==> src/hw/spio_pkg.sv <==
// Package of constants and carrier types for the shared pin I/O port
package spio_pkg;

  // ----------------------------------------------------------------
  // Port geometry
  // ----------------------------------------------------------------
  localparam int PIN_W = 16;                       // Pins in one port
  localparam int ADDR_W = 4;                       // Avalon byte address width
  localparam int DATA_W = 32;                      // Avalon data width
  localparam int BE_W = 4;                         // Avalon byte enables
  localparam logic [PIN_W-1:0] PIN_IMPL_MASK = 16'h3FFF;   // Pins that exist
  localparam logic [PIN_W-1:0] PERIPH_OUT_MASK = 16'h00FF; // Pins with output peripherals

  // ----------------------------------------------------------------
  // Register byte offsets
  // ----------------------------------------------------------------
  localparam logic [ADDR_W-1:0] OFS_PIN_DIRECTION = 4'h0;
  localparam logic [ADDR_W-1:0] OFS_OUTPUT_LATCH = 4'h4;
  localparam logic [ADDR_W-1:0] OFS_PIN_LEVEL = 4'h8;
  localparam logic [ADDR_W-1:0] OFS_OPEN_DRAIN_SELECT = 4'hC;

  // ----------------------------------------------------------------
  // Reset values
  // ----------------------------------------------------------------
  localparam logic [PIN_W-1:0] RST_PIN_DIRECTION = PIN_IMPL_MASK; // Every implemented pin an input
  localparam logic [PIN_W-1:0] RST_OUTPUT_LATCH = 16'h0000;
  localparam logic [PIN_W-1:0] RST_OPEN_DRAIN_SELECT = 16'h0000;
  localparam logic [DATA_W-1:0] RST_READDATA = 32'h0000_0000;

  // ----------------------------------------------------------------
  // Carrier types
  // ----------------------------------------------------------------
  // Output path of a sharing peripheral, one bit per pin
  typedef struct packed {
    logic [PIN_W-1:0] enable;  // Peripheral switched on
    logic [PIN_W-1:0] drive;   // Peripheral actively driving the pin
    logic [PIN_W-1:0] data;    // Peripheral output value
  } spio_periph_t;

  // Pad drive toward the pins
  typedef struct packed {
    logic [PIN_W-1:0] out;     // Output value
    logic [PIN_W-1:0] oe;      // Output enable, high while driving
  } spio_pad_t;

  // Bus state
  typedef enum logic [0:0] {
    BUS_IDLE,
    BUS_ANSWER
  } spio_bus_state_t;

endpackage : spio_pkg

==> src/hw/spio_pin_cell.sv <==
// One pin of the shared pin I/O port: output mux, open drain and input synchroniser
`timescale 1ns/1ps
module spio_pin_cell
  import spio_pkg::*;
#(
  parameter bit HAS_PERIPH_OUT = 1'b1            // Pin has an output-capable peripheral
) (
  input wire logic i_clk_sys,
  input wire logic i_arst_n,
  input wire logic i_impl,                       // Pin exists on this part
  input wire logic i_latch,                      // Output latch bit
  input wire logic i_dir,                        // Direction bit, 1 = input
  input wire logic i_od,                         // Open drain select bit
  input wire logic i_periph_en,
  input wire logic i_periph_drive,
  input wire logic i_periph_data,
  input wire logic i_pin_in,                     // Raw pad level, asynchronous
  output logic o_pin_out,
  output logic o_pin_oe,
  output logic o_level,                          // Synchronised pin level
  output logic o_periph_in                       // Level seen by the peripheral
);

  // ----------------------------------------------------------------
  // Output multiplexers
  // ----------------------------------------------------------------
  logic owns;        // Peripheral holds the output path
  logic sel_data;    // Value chosen for the pad
  logic sel_drive;   // Drive request chosen for the pad
  logic port_drives; // Port itself is driving the pad
  logic next_oe;
  logic next_out;
  logic sync_meta;   // First synchroniser stage, read only by the second
  logic sync_level;

  // Input-only sharers never compete, so they cannot take the pin
  assign owns = HAS_PERIPH_OUT & i_periph_en & i_periph_drive;
  assign sel_data = owns ? i_periph_data : i_latch;
  assign port_drives = i_impl & ~owns & ~i_dir;
  assign sel_drive = i_impl & (owns | ~i_dir);
  // Open drain only ever pulls low; a one releases the pad
  assign next_oe = sel_drive & (i_od ? ~sel_data : 1'b1);
  assign next_out = i_od ? 1'b0 : sel_data;

  // Pad drive is registered so the pad never sees mux glitches
  always_ff @(posedge i_clk_sys or negedge i_arst_n) begin
    if (!i_arst_n) begin
      o_pin_out <= 1'b0;
      o_pin_oe <= 1'b0;
    end else begin
      o_pin_out <= next_out;
      o_pin_oe <= next_oe;
    end
  end

  // ----------------------------------------------------------------
  // Input synchroniser
  // ----------------------------------------------------------------
  // Two stages; the first goes nowhere but the second
  always_ff @(posedge i_clk_sys or negedge i_arst_n) begin
    if (!i_arst_n) begin
      sync_meta <= 1'b0;
      sync_level <= 1'b0;
    end else begin
      sync_meta <= i_pin_in;
      sync_level <= sync_meta;
    end
  end

  assign o_level = i_impl & sync_level;
  // The port's own drive must not loop back into a sharing peripheral
  assign o_periph_in = port_drives ? 1'b0 : o_level;
endmodule // spio_pin_cell

==> src/hw/spio_port.sv <==
// Shared pin I/O port: Avalon-MM registers, per-pin muxes and synchronisers
//
// Summary of operation
// Direction one is input, zero drives latch
// Reset sets every implemented direction bit to input
// Latch read returns stored latch contents
// Latch write updates the stored latch
// Level read returns synchronised pin levels
// Level write updates the latch instead
// Missing pins read zero everywhere
// Muxes pick port or peripheral output
// Driving peripheral disables the port driver
// Pin level readable while peripheral owns
// Enabled idle peripheral leaves port control
// Port output never loops into peripherals
// Input-only sharing leaves pin port-controlled
// Open drain select chooses open drain
// Open drain pulls low, releases on one
// Pin levels pass two synchroniser stages
`timescale 1ns/1ps
module spio_port
  import spio_pkg::*;
(
  input wire logic i_clk_sys,                    // 100 MHz system clock
  input wire logic i_arst_n,                     // Asynchronous reset, active low
  // Avalon-MM slave
  input wire logic [ADDR_W-1:0] i_address,
  input wire logic i_read,
  input wire logic i_write,
  input wire logic [DATA_W-1:0] i_writedata,
  input wire logic [BE_W-1:0] i_byteenable,
  output logic [DATA_W-1:0] o_readdata,
  output logic o_waitrequest,
  // Sharing peripherals
  input wire spio_periph_t i_periph,
  output logic [PIN_W-1:0] o_periph_in,
  // Pads
  input wire logic [PIN_W-1:0] i_pin_in,
  output spio_pad_t o_pad
);

  // ----------------------------------------------------------------
  // Registers and bus state
  // ----------------------------------------------------------------
  logic [PIN_W-1:0] pin_direction;               // 1 = input
  logic [PIN_W-1:0] output_latch;                // Stored output values
  logic [PIN_W-1:0] open_drain_select;           // 1 = open drain
  logic [PIN_W-1:0] pin_level;                   // Synchronised pad levels
  spio_bus_state_t bus_state;                    // Idle or answering
  spio_bus_state_t next_bus_state;
  logic req;                                     // Read or write presented
  logic accept;                                  // Edge at which the request completes
  logic wr_accept;                               // Write takes effect now
  logic [PIN_W-1:0] lane_mask;                   // Bits touched by byte enables
  logic [PIN_W-1:0] wdata;                       // Write data cut to port width
  logic [PIN_W-1:0] next_readdata;               // Value captured for a read

  assign req = i_read | i_write;
  assign accept = req & (bus_state == BUS_ANSWER);
  assign wr_accept = i_write & accept;
  assign wdata = i_writedata[PIN_W-1:0];
  assign lane_mask = {{8{i_byteenable[1]}}, {8{i_byteenable[0]}}};

  // ----------------------------------------------------------------
  // Bus handshake
  // ----------------------------------------------------------------
  // Every access costs one wait cycle; that cycle registers the read
  // data so the answer never runs combinationally off the pads.
  always_comb begin
    next_bus_state = bus_state;
    unique case (bus_state)
      BUS_IDLE: begin
        if (req) begin
          next_bus_state = BUS_ANSWER;
        end
      end
      BUS_ANSWER: begin
        next_bus_state = BUS_IDLE;
      end
    endcase
  end

  // Handshake state
  always_ff @(posedge i_clk_sys or negedge i_arst_n) begin
    if (!i_arst_n) begin
      bus_state <= BUS_IDLE;
    end else begin
      bus_state <= next_bus_state;
    end
  end

  // Waitrequest is combinational, high only in the wait cycle
  assign o_waitrequest = req & (bus_state != BUS_ANSWER);

  // ----------------------------------------------------------------
  // Read path
  // ----------------------------------------------------------------
  // Unmapped offsets read as zero; upper half is always zero
  always_comb begin
    next_readdata = 16'h0000;
    unique case (i_address)
      OFS_PIN_DIRECTION: begin
        next_readdata = pin_direction & PIN_IMPL_MASK;
      end
      OFS_OUTPUT_LATCH: begin
        next_readdata = output_latch & PIN_IMPL_MASK;
      end
      OFS_PIN_LEVEL: begin
        next_readdata = pin_level;
      end
      OFS_OPEN_DRAIN_SELECT: begin
        next_readdata = open_drain_select & PIN_IMPL_MASK;
      end
      default: begin
        next_readdata = 16'h0000;
      end
    endcase
  end

  // Read data is captured in the wait cycle and held through the answer
  always_ff @(posedge i_clk_sys or negedge i_arst_n) begin
    if (!i_arst_n) begin
      o_readdata <= RST_READDATA;
    end else if (i_read && bus_state == BUS_IDLE) begin
      o_readdata <= {16'h0000, next_readdata};
    end
  end

  // ----------------------------------------------------------------
  // Direction register
  // ----------------------------------------------------------------
  // Reset makes every implemented pin an input
  always_ff @(posedge i_clk_sys or negedge i_arst_n) begin
    if (!i_arst_n) begin
      pin_direction <= RST_PIN_DIRECTION;
    end else if (wr_accept && i_address == OFS_PIN_DIRECTION) begin
      pin_direction <= ((pin_direction & ~lane_mask) | (wdata & lane_mask))
        & PIN_IMPL_MASK;
    end
  end

  // ----------------------------------------------------------------
  // Output latch
  // ----------------------------------------------------------------
  // Writes to the level register land here too; pads are never
  // written directly, so a read-modify-write of the level can corrupt
  // latch bits of input pins, a known limitation for software.
  always_ff @(posedge i_clk_sys or negedge i_arst_n) begin
    if (!i_arst_n) begin
      output_latch <= RST_OUTPUT_LATCH;
    end else if (wr_accept && (i_address == OFS_OUTPUT_LATCH
                               || i_address == OFS_PIN_LEVEL)) begin
      output_latch <= ((output_latch & ~lane_mask) | (wdata & lane_mask))
        & PIN_IMPL_MASK;
    end
  end

  // ----------------------------------------------------------------
  // Open drain select
  // ----------------------------------------------------------------
  always_ff @(posedge i_clk_sys or negedge i_arst_n) begin
    if (!i_arst_n) begin
      open_drain_select <= RST_OPEN_DRAIN_SELECT;
    end else if (wr_accept && i_address == OFS_OPEN_DRAIN_SELECT) begin
      open_drain_select <= ((open_drain_select & ~lane_mask) | (wdata & lane_mask))
        & PIN_IMPL_MASK;
    end
  end

  // ----------------------------------------------------------------
  // Pin cells
  // ----------------------------------------------------------------
  // One cell per pin; cells for missing pins stay inert
  for (genvar g = 0; g < PIN_W; g++) begin : g_pin
    spio_pin_cell #(
      .HAS_PERIPH_OUT(PERIPH_OUT_MASK[g])
    ) u_cell (
      .i_clk_sys(i_clk_sys),
      .i_arst_n(i_arst_n),
      .i_impl(PIN_IMPL_MASK[g]),
      .i_latch(output_latch[g]),
      .i_dir(pin_direction[g]),
      .i_od(open_drain_select[g]),
      .i_periph_en(i_periph.enable[g]),
      .i_periph_drive(i_periph.drive[g]),
      .i_periph_data(i_periph.data[g]),
      .i_pin_in(i_pin_in[g]),
      .o_pin_out(o_pad.out[g]),
      .o_pin_oe(o_pad.oe[g]),
      .o_level(pin_level[g]),
      .o_periph_in(o_periph_in[g])
    );
  end
endmodule // spio_port

==> config.mk <==
export PLATFORM = sky130hd
export DESIGN_NAME = spio_port
export DESIGN_NICKNAME = d
export VERILOG_FILES = /design/src/hw/spio_pkg.sv /design/src/hw/spio_pin_cell.sv /design/src/hw/spio_port.sv
export SDC_FILE = /design/constraint.sdc
export NUM_CORES = 1
export LEC_CHECK = 0
export BUFFER_PORTS_ARGS = -buffer_cell sky130_fd_sc_hd__buf_2
export CAP_MARGIN = 20
export CORE_ASPECT_RATIO = 0.6
export CORE_MARGIN = 5
export CORE_UTILIZATION = 49
export CTS_CLUSTER_DIAMETER = 80
export DETAILED_ROUTE_END_ITERATION = 12
export PLACE_DENSITY = 0.8
export SYNTH_ARGS = -nofsm -noshare
export SYNTH_HDL_FRONTEND = slang
export SYNTH_SLANG_ARGS = --single-unit
==> constraint.sdc <==
create_clock -name i_clk_sys -period 1.7 [get_ports i_clk_sys]
set_clock_uncertainty 0.15 [all_clocks]
set_input_delay 0.34 -clock i_clk_sys [delete_from_list [all_inputs] [get_ports i_clk_sys]]
set_output_delay 0.34 -clock i_clk_sys [all_outputs]
set_load 0.005 [all_outputs]
==> flow_summary.yaml <==
die:
  row_count: 28
  initial_core_util: 0.501
  die_y_um: 87.7
  core_um2: 9840
  die-width_um: 140
  pin_count: 189
  die_area_um2: 12200
routing:
  avgViaCountPerCell: 4.97
  dr.pass1.iters: 4
  wl_per_cell_um: 17.3
  drt_iter0_markers: 117
  final_antenna_net_count: 0
  wirelength_um: 11400
  dr_total_vias: 3278
  post-route-drc-count: 0
global_routing:
  grt_use_total: 0.196
  antenna_found_initial: 0
  grt_pass1_vias: 3531
  grt_overflow: 0
  grt_pass1_wl_um: 18500
  grt_max_degree: 48
logic_synthesis:
  avgSynthCellArea_um2: 13.2
  synth_top_area_cell: "dfrtp_1"
  synth_top_family_by_area: "multiplexers"
  syn_inst: 373
  ys_top_cells_by_area: "dfrtp_1, mux2_2, buf_4, dfstp_2, mux2i_1"
  synth_area_um2: 4930
  yosys_warnings: 0
  muxShareOfSynthArea: 0.171
  synth_fa_ha_area_frac: 0
  yosys.area_share.xor_xnor: 0.00178
  yosys_register_bits: 113
  synth_compound_area_frac: 0.0690
  synth_cell_type_count: 27
  yosys.area.top_type_share: 0.502
  synth-seq-area-share: 0.577
  synth-simple-area-share: 0.0703
sta:
  whs_ps: 48.1
  period_share: 1.01
  rsz0062_at_grt: "yes"
  fmax_ghz: 0.582
  tns_ps: -18.1
  slew_violations: 0
  hold_viol_final: 0
  setup_viol: 1
  period_minus_slack_ps: 1720
  fin_ws_ps: -18.1
worst_setup_path:
  end_kind: "output port"
  path_max_fanout: 2
  worst_ep_required_time_ps: 1210
  worst_setup_path_start_kind: "flop"
  worstPathArrival_ps: 1230
  path_class: "flop to output port"
clock_network:
  cts_tree: "done"
  clkTransAtPathRegs_ps: 50
  clock_sinks: 113
  clkLatencyLatePin_ps: 400
  cts-root-buf: "clkbuf_16"
  ctsHtreeMaxLevel: 4
  numCtsBuffers: 17
  clk_path_buf_depth: 2
final_layout:
  final_nets: 619
  layout-drive-gt1-share: 0.510
  areaGrowthSynthToFinish_pct: 31.3
  final_cell_mix: "buf_2, dfrtp_1, mux2_2"
  layout_commonest_cell: "buf_2"
  antenna_cells: 0
place:
  dp_hpwl_um: 7930
  portBuffers: 118
  gp_congestion: 0.816
pwr:
  p_switching_uw: 1880
  comb_power_share: 0.131
  p_total_uw: 8390
  p_leak_uw: 0.00318
  irDropWorstVdd_mv: 1.02
  p_per_area_nw_per_um2: 1300
  swShare: 0.224
  p_seq_frac: 0.393
  p_int_uw: 6510
  clkPwrFrac: 0.476
flow_run:
  maxCapViolCount: 0
hold_path:
  hold_class: "primary input to flop"
status:
  status: "finished with violations"
  violations: "setup timing"
area by class of cell:
type	instances	area [um2]
Sequential cell	113	2850
Clock buffer	22	464
Fill cell	752	3370
Clock inverter	10	205
Multi-Input combinational cell	207	1680
Tap cell	135	169
Timing Repair Buffer	172	1120
metal layers:
layer	track usage	part of all wire	wire length (um)
met5	0	0	0
met4	0.0519	0.0061	70
met3	0.0807	0.083	949
met2	0.321	0.48	5530
met1	0.246	0.43	4850
power by group through the flow:
stage	combinational, uW	sequential, uW	clock (uW)
after floorplan	777	3270	0
after global placement	907	3320	0
after detailed placement	949	3350	0
after CTS	1070	3290	4070
after global routing	1210	3340	4240
final	1100	3290	4000
cell usage after synthesis (all sizes together):
cell type,count
mux2i,28
nand4bb,1
nand2,8
mux2,50
a22oi,8
xor2,1
clkbuf,4
or2,1
nand4,2
conb,1
nor2,6
o22ai,14
nand3,2
a22o,14
and2,7
dfrtp,99
nor2b,22
or3b,1
nor4,2
dfstp,14
or3,1
buf,72
nand2b,1
a21oi,14
through the flow:
stage	setup slack (ps)	instance area [um2]	utilization	cells
3_3_place_gp	-77.4	5490	0.557	597
2_1_floorplan	17.2	5030	-	396
6_report	-18.1	6480	0.658	659
3_5_place_dp	-85.0	5490	0.557	597
4_1_cts	-42.4	6410	0.651	656
5_1_grt	-93.8	6480	0.658	659
repair_timing:
action / in CTS / in global routing
setup endpoints to repair: 12 / 13
hold endpoints to repair: 35 / 0
setup buffers: 12 / 3
hold buffers: 15 / 0
gates resized for setup: 4 / 11
pin swaps: 0 / 2
cells by family (layout without fill, tap and decap cells):
kind of cell              count (synthesis)  after routing
xor gates and xnor gates                  1              1
muxes                                    78             78
DFF                                     113            113
other                                     1             24
buffers and inverters                    76            204
and+or+nand+nor                          54             54
AOI/OAI and AO/OA                        50             50
critical path, stage by stage, from the launching register on:
cell	delay, ps
dfstp_2	550
a21oi_2	40
nor2b_1	120
buf_2	130
worst paths after layout:
path / from / depth (start not counted) / slack, ps / end
setup / recovery: flop / 3 / -20 / o_periph_in[6]
hold / removal: i_writedata[0] / 2 / 50 / flop
setup reg to reg: bus_state$_DFF_PN0_ / 4 / 140 / flop
hold reg to reg: g_pin[6].u_cell.sync_meta$_DFF_PN0_ / 0 / 190 / g_pin[6].u_cell.sync_level$_DFF_PN0_
max in group asynchronous: i_arst_n / 3 / 570 / asynchronous set/reset pin
min in group asynchronous: i_arst_n / 2 / 230 / asynchronous set/reset pin
(Power assumes the default switching activity.)
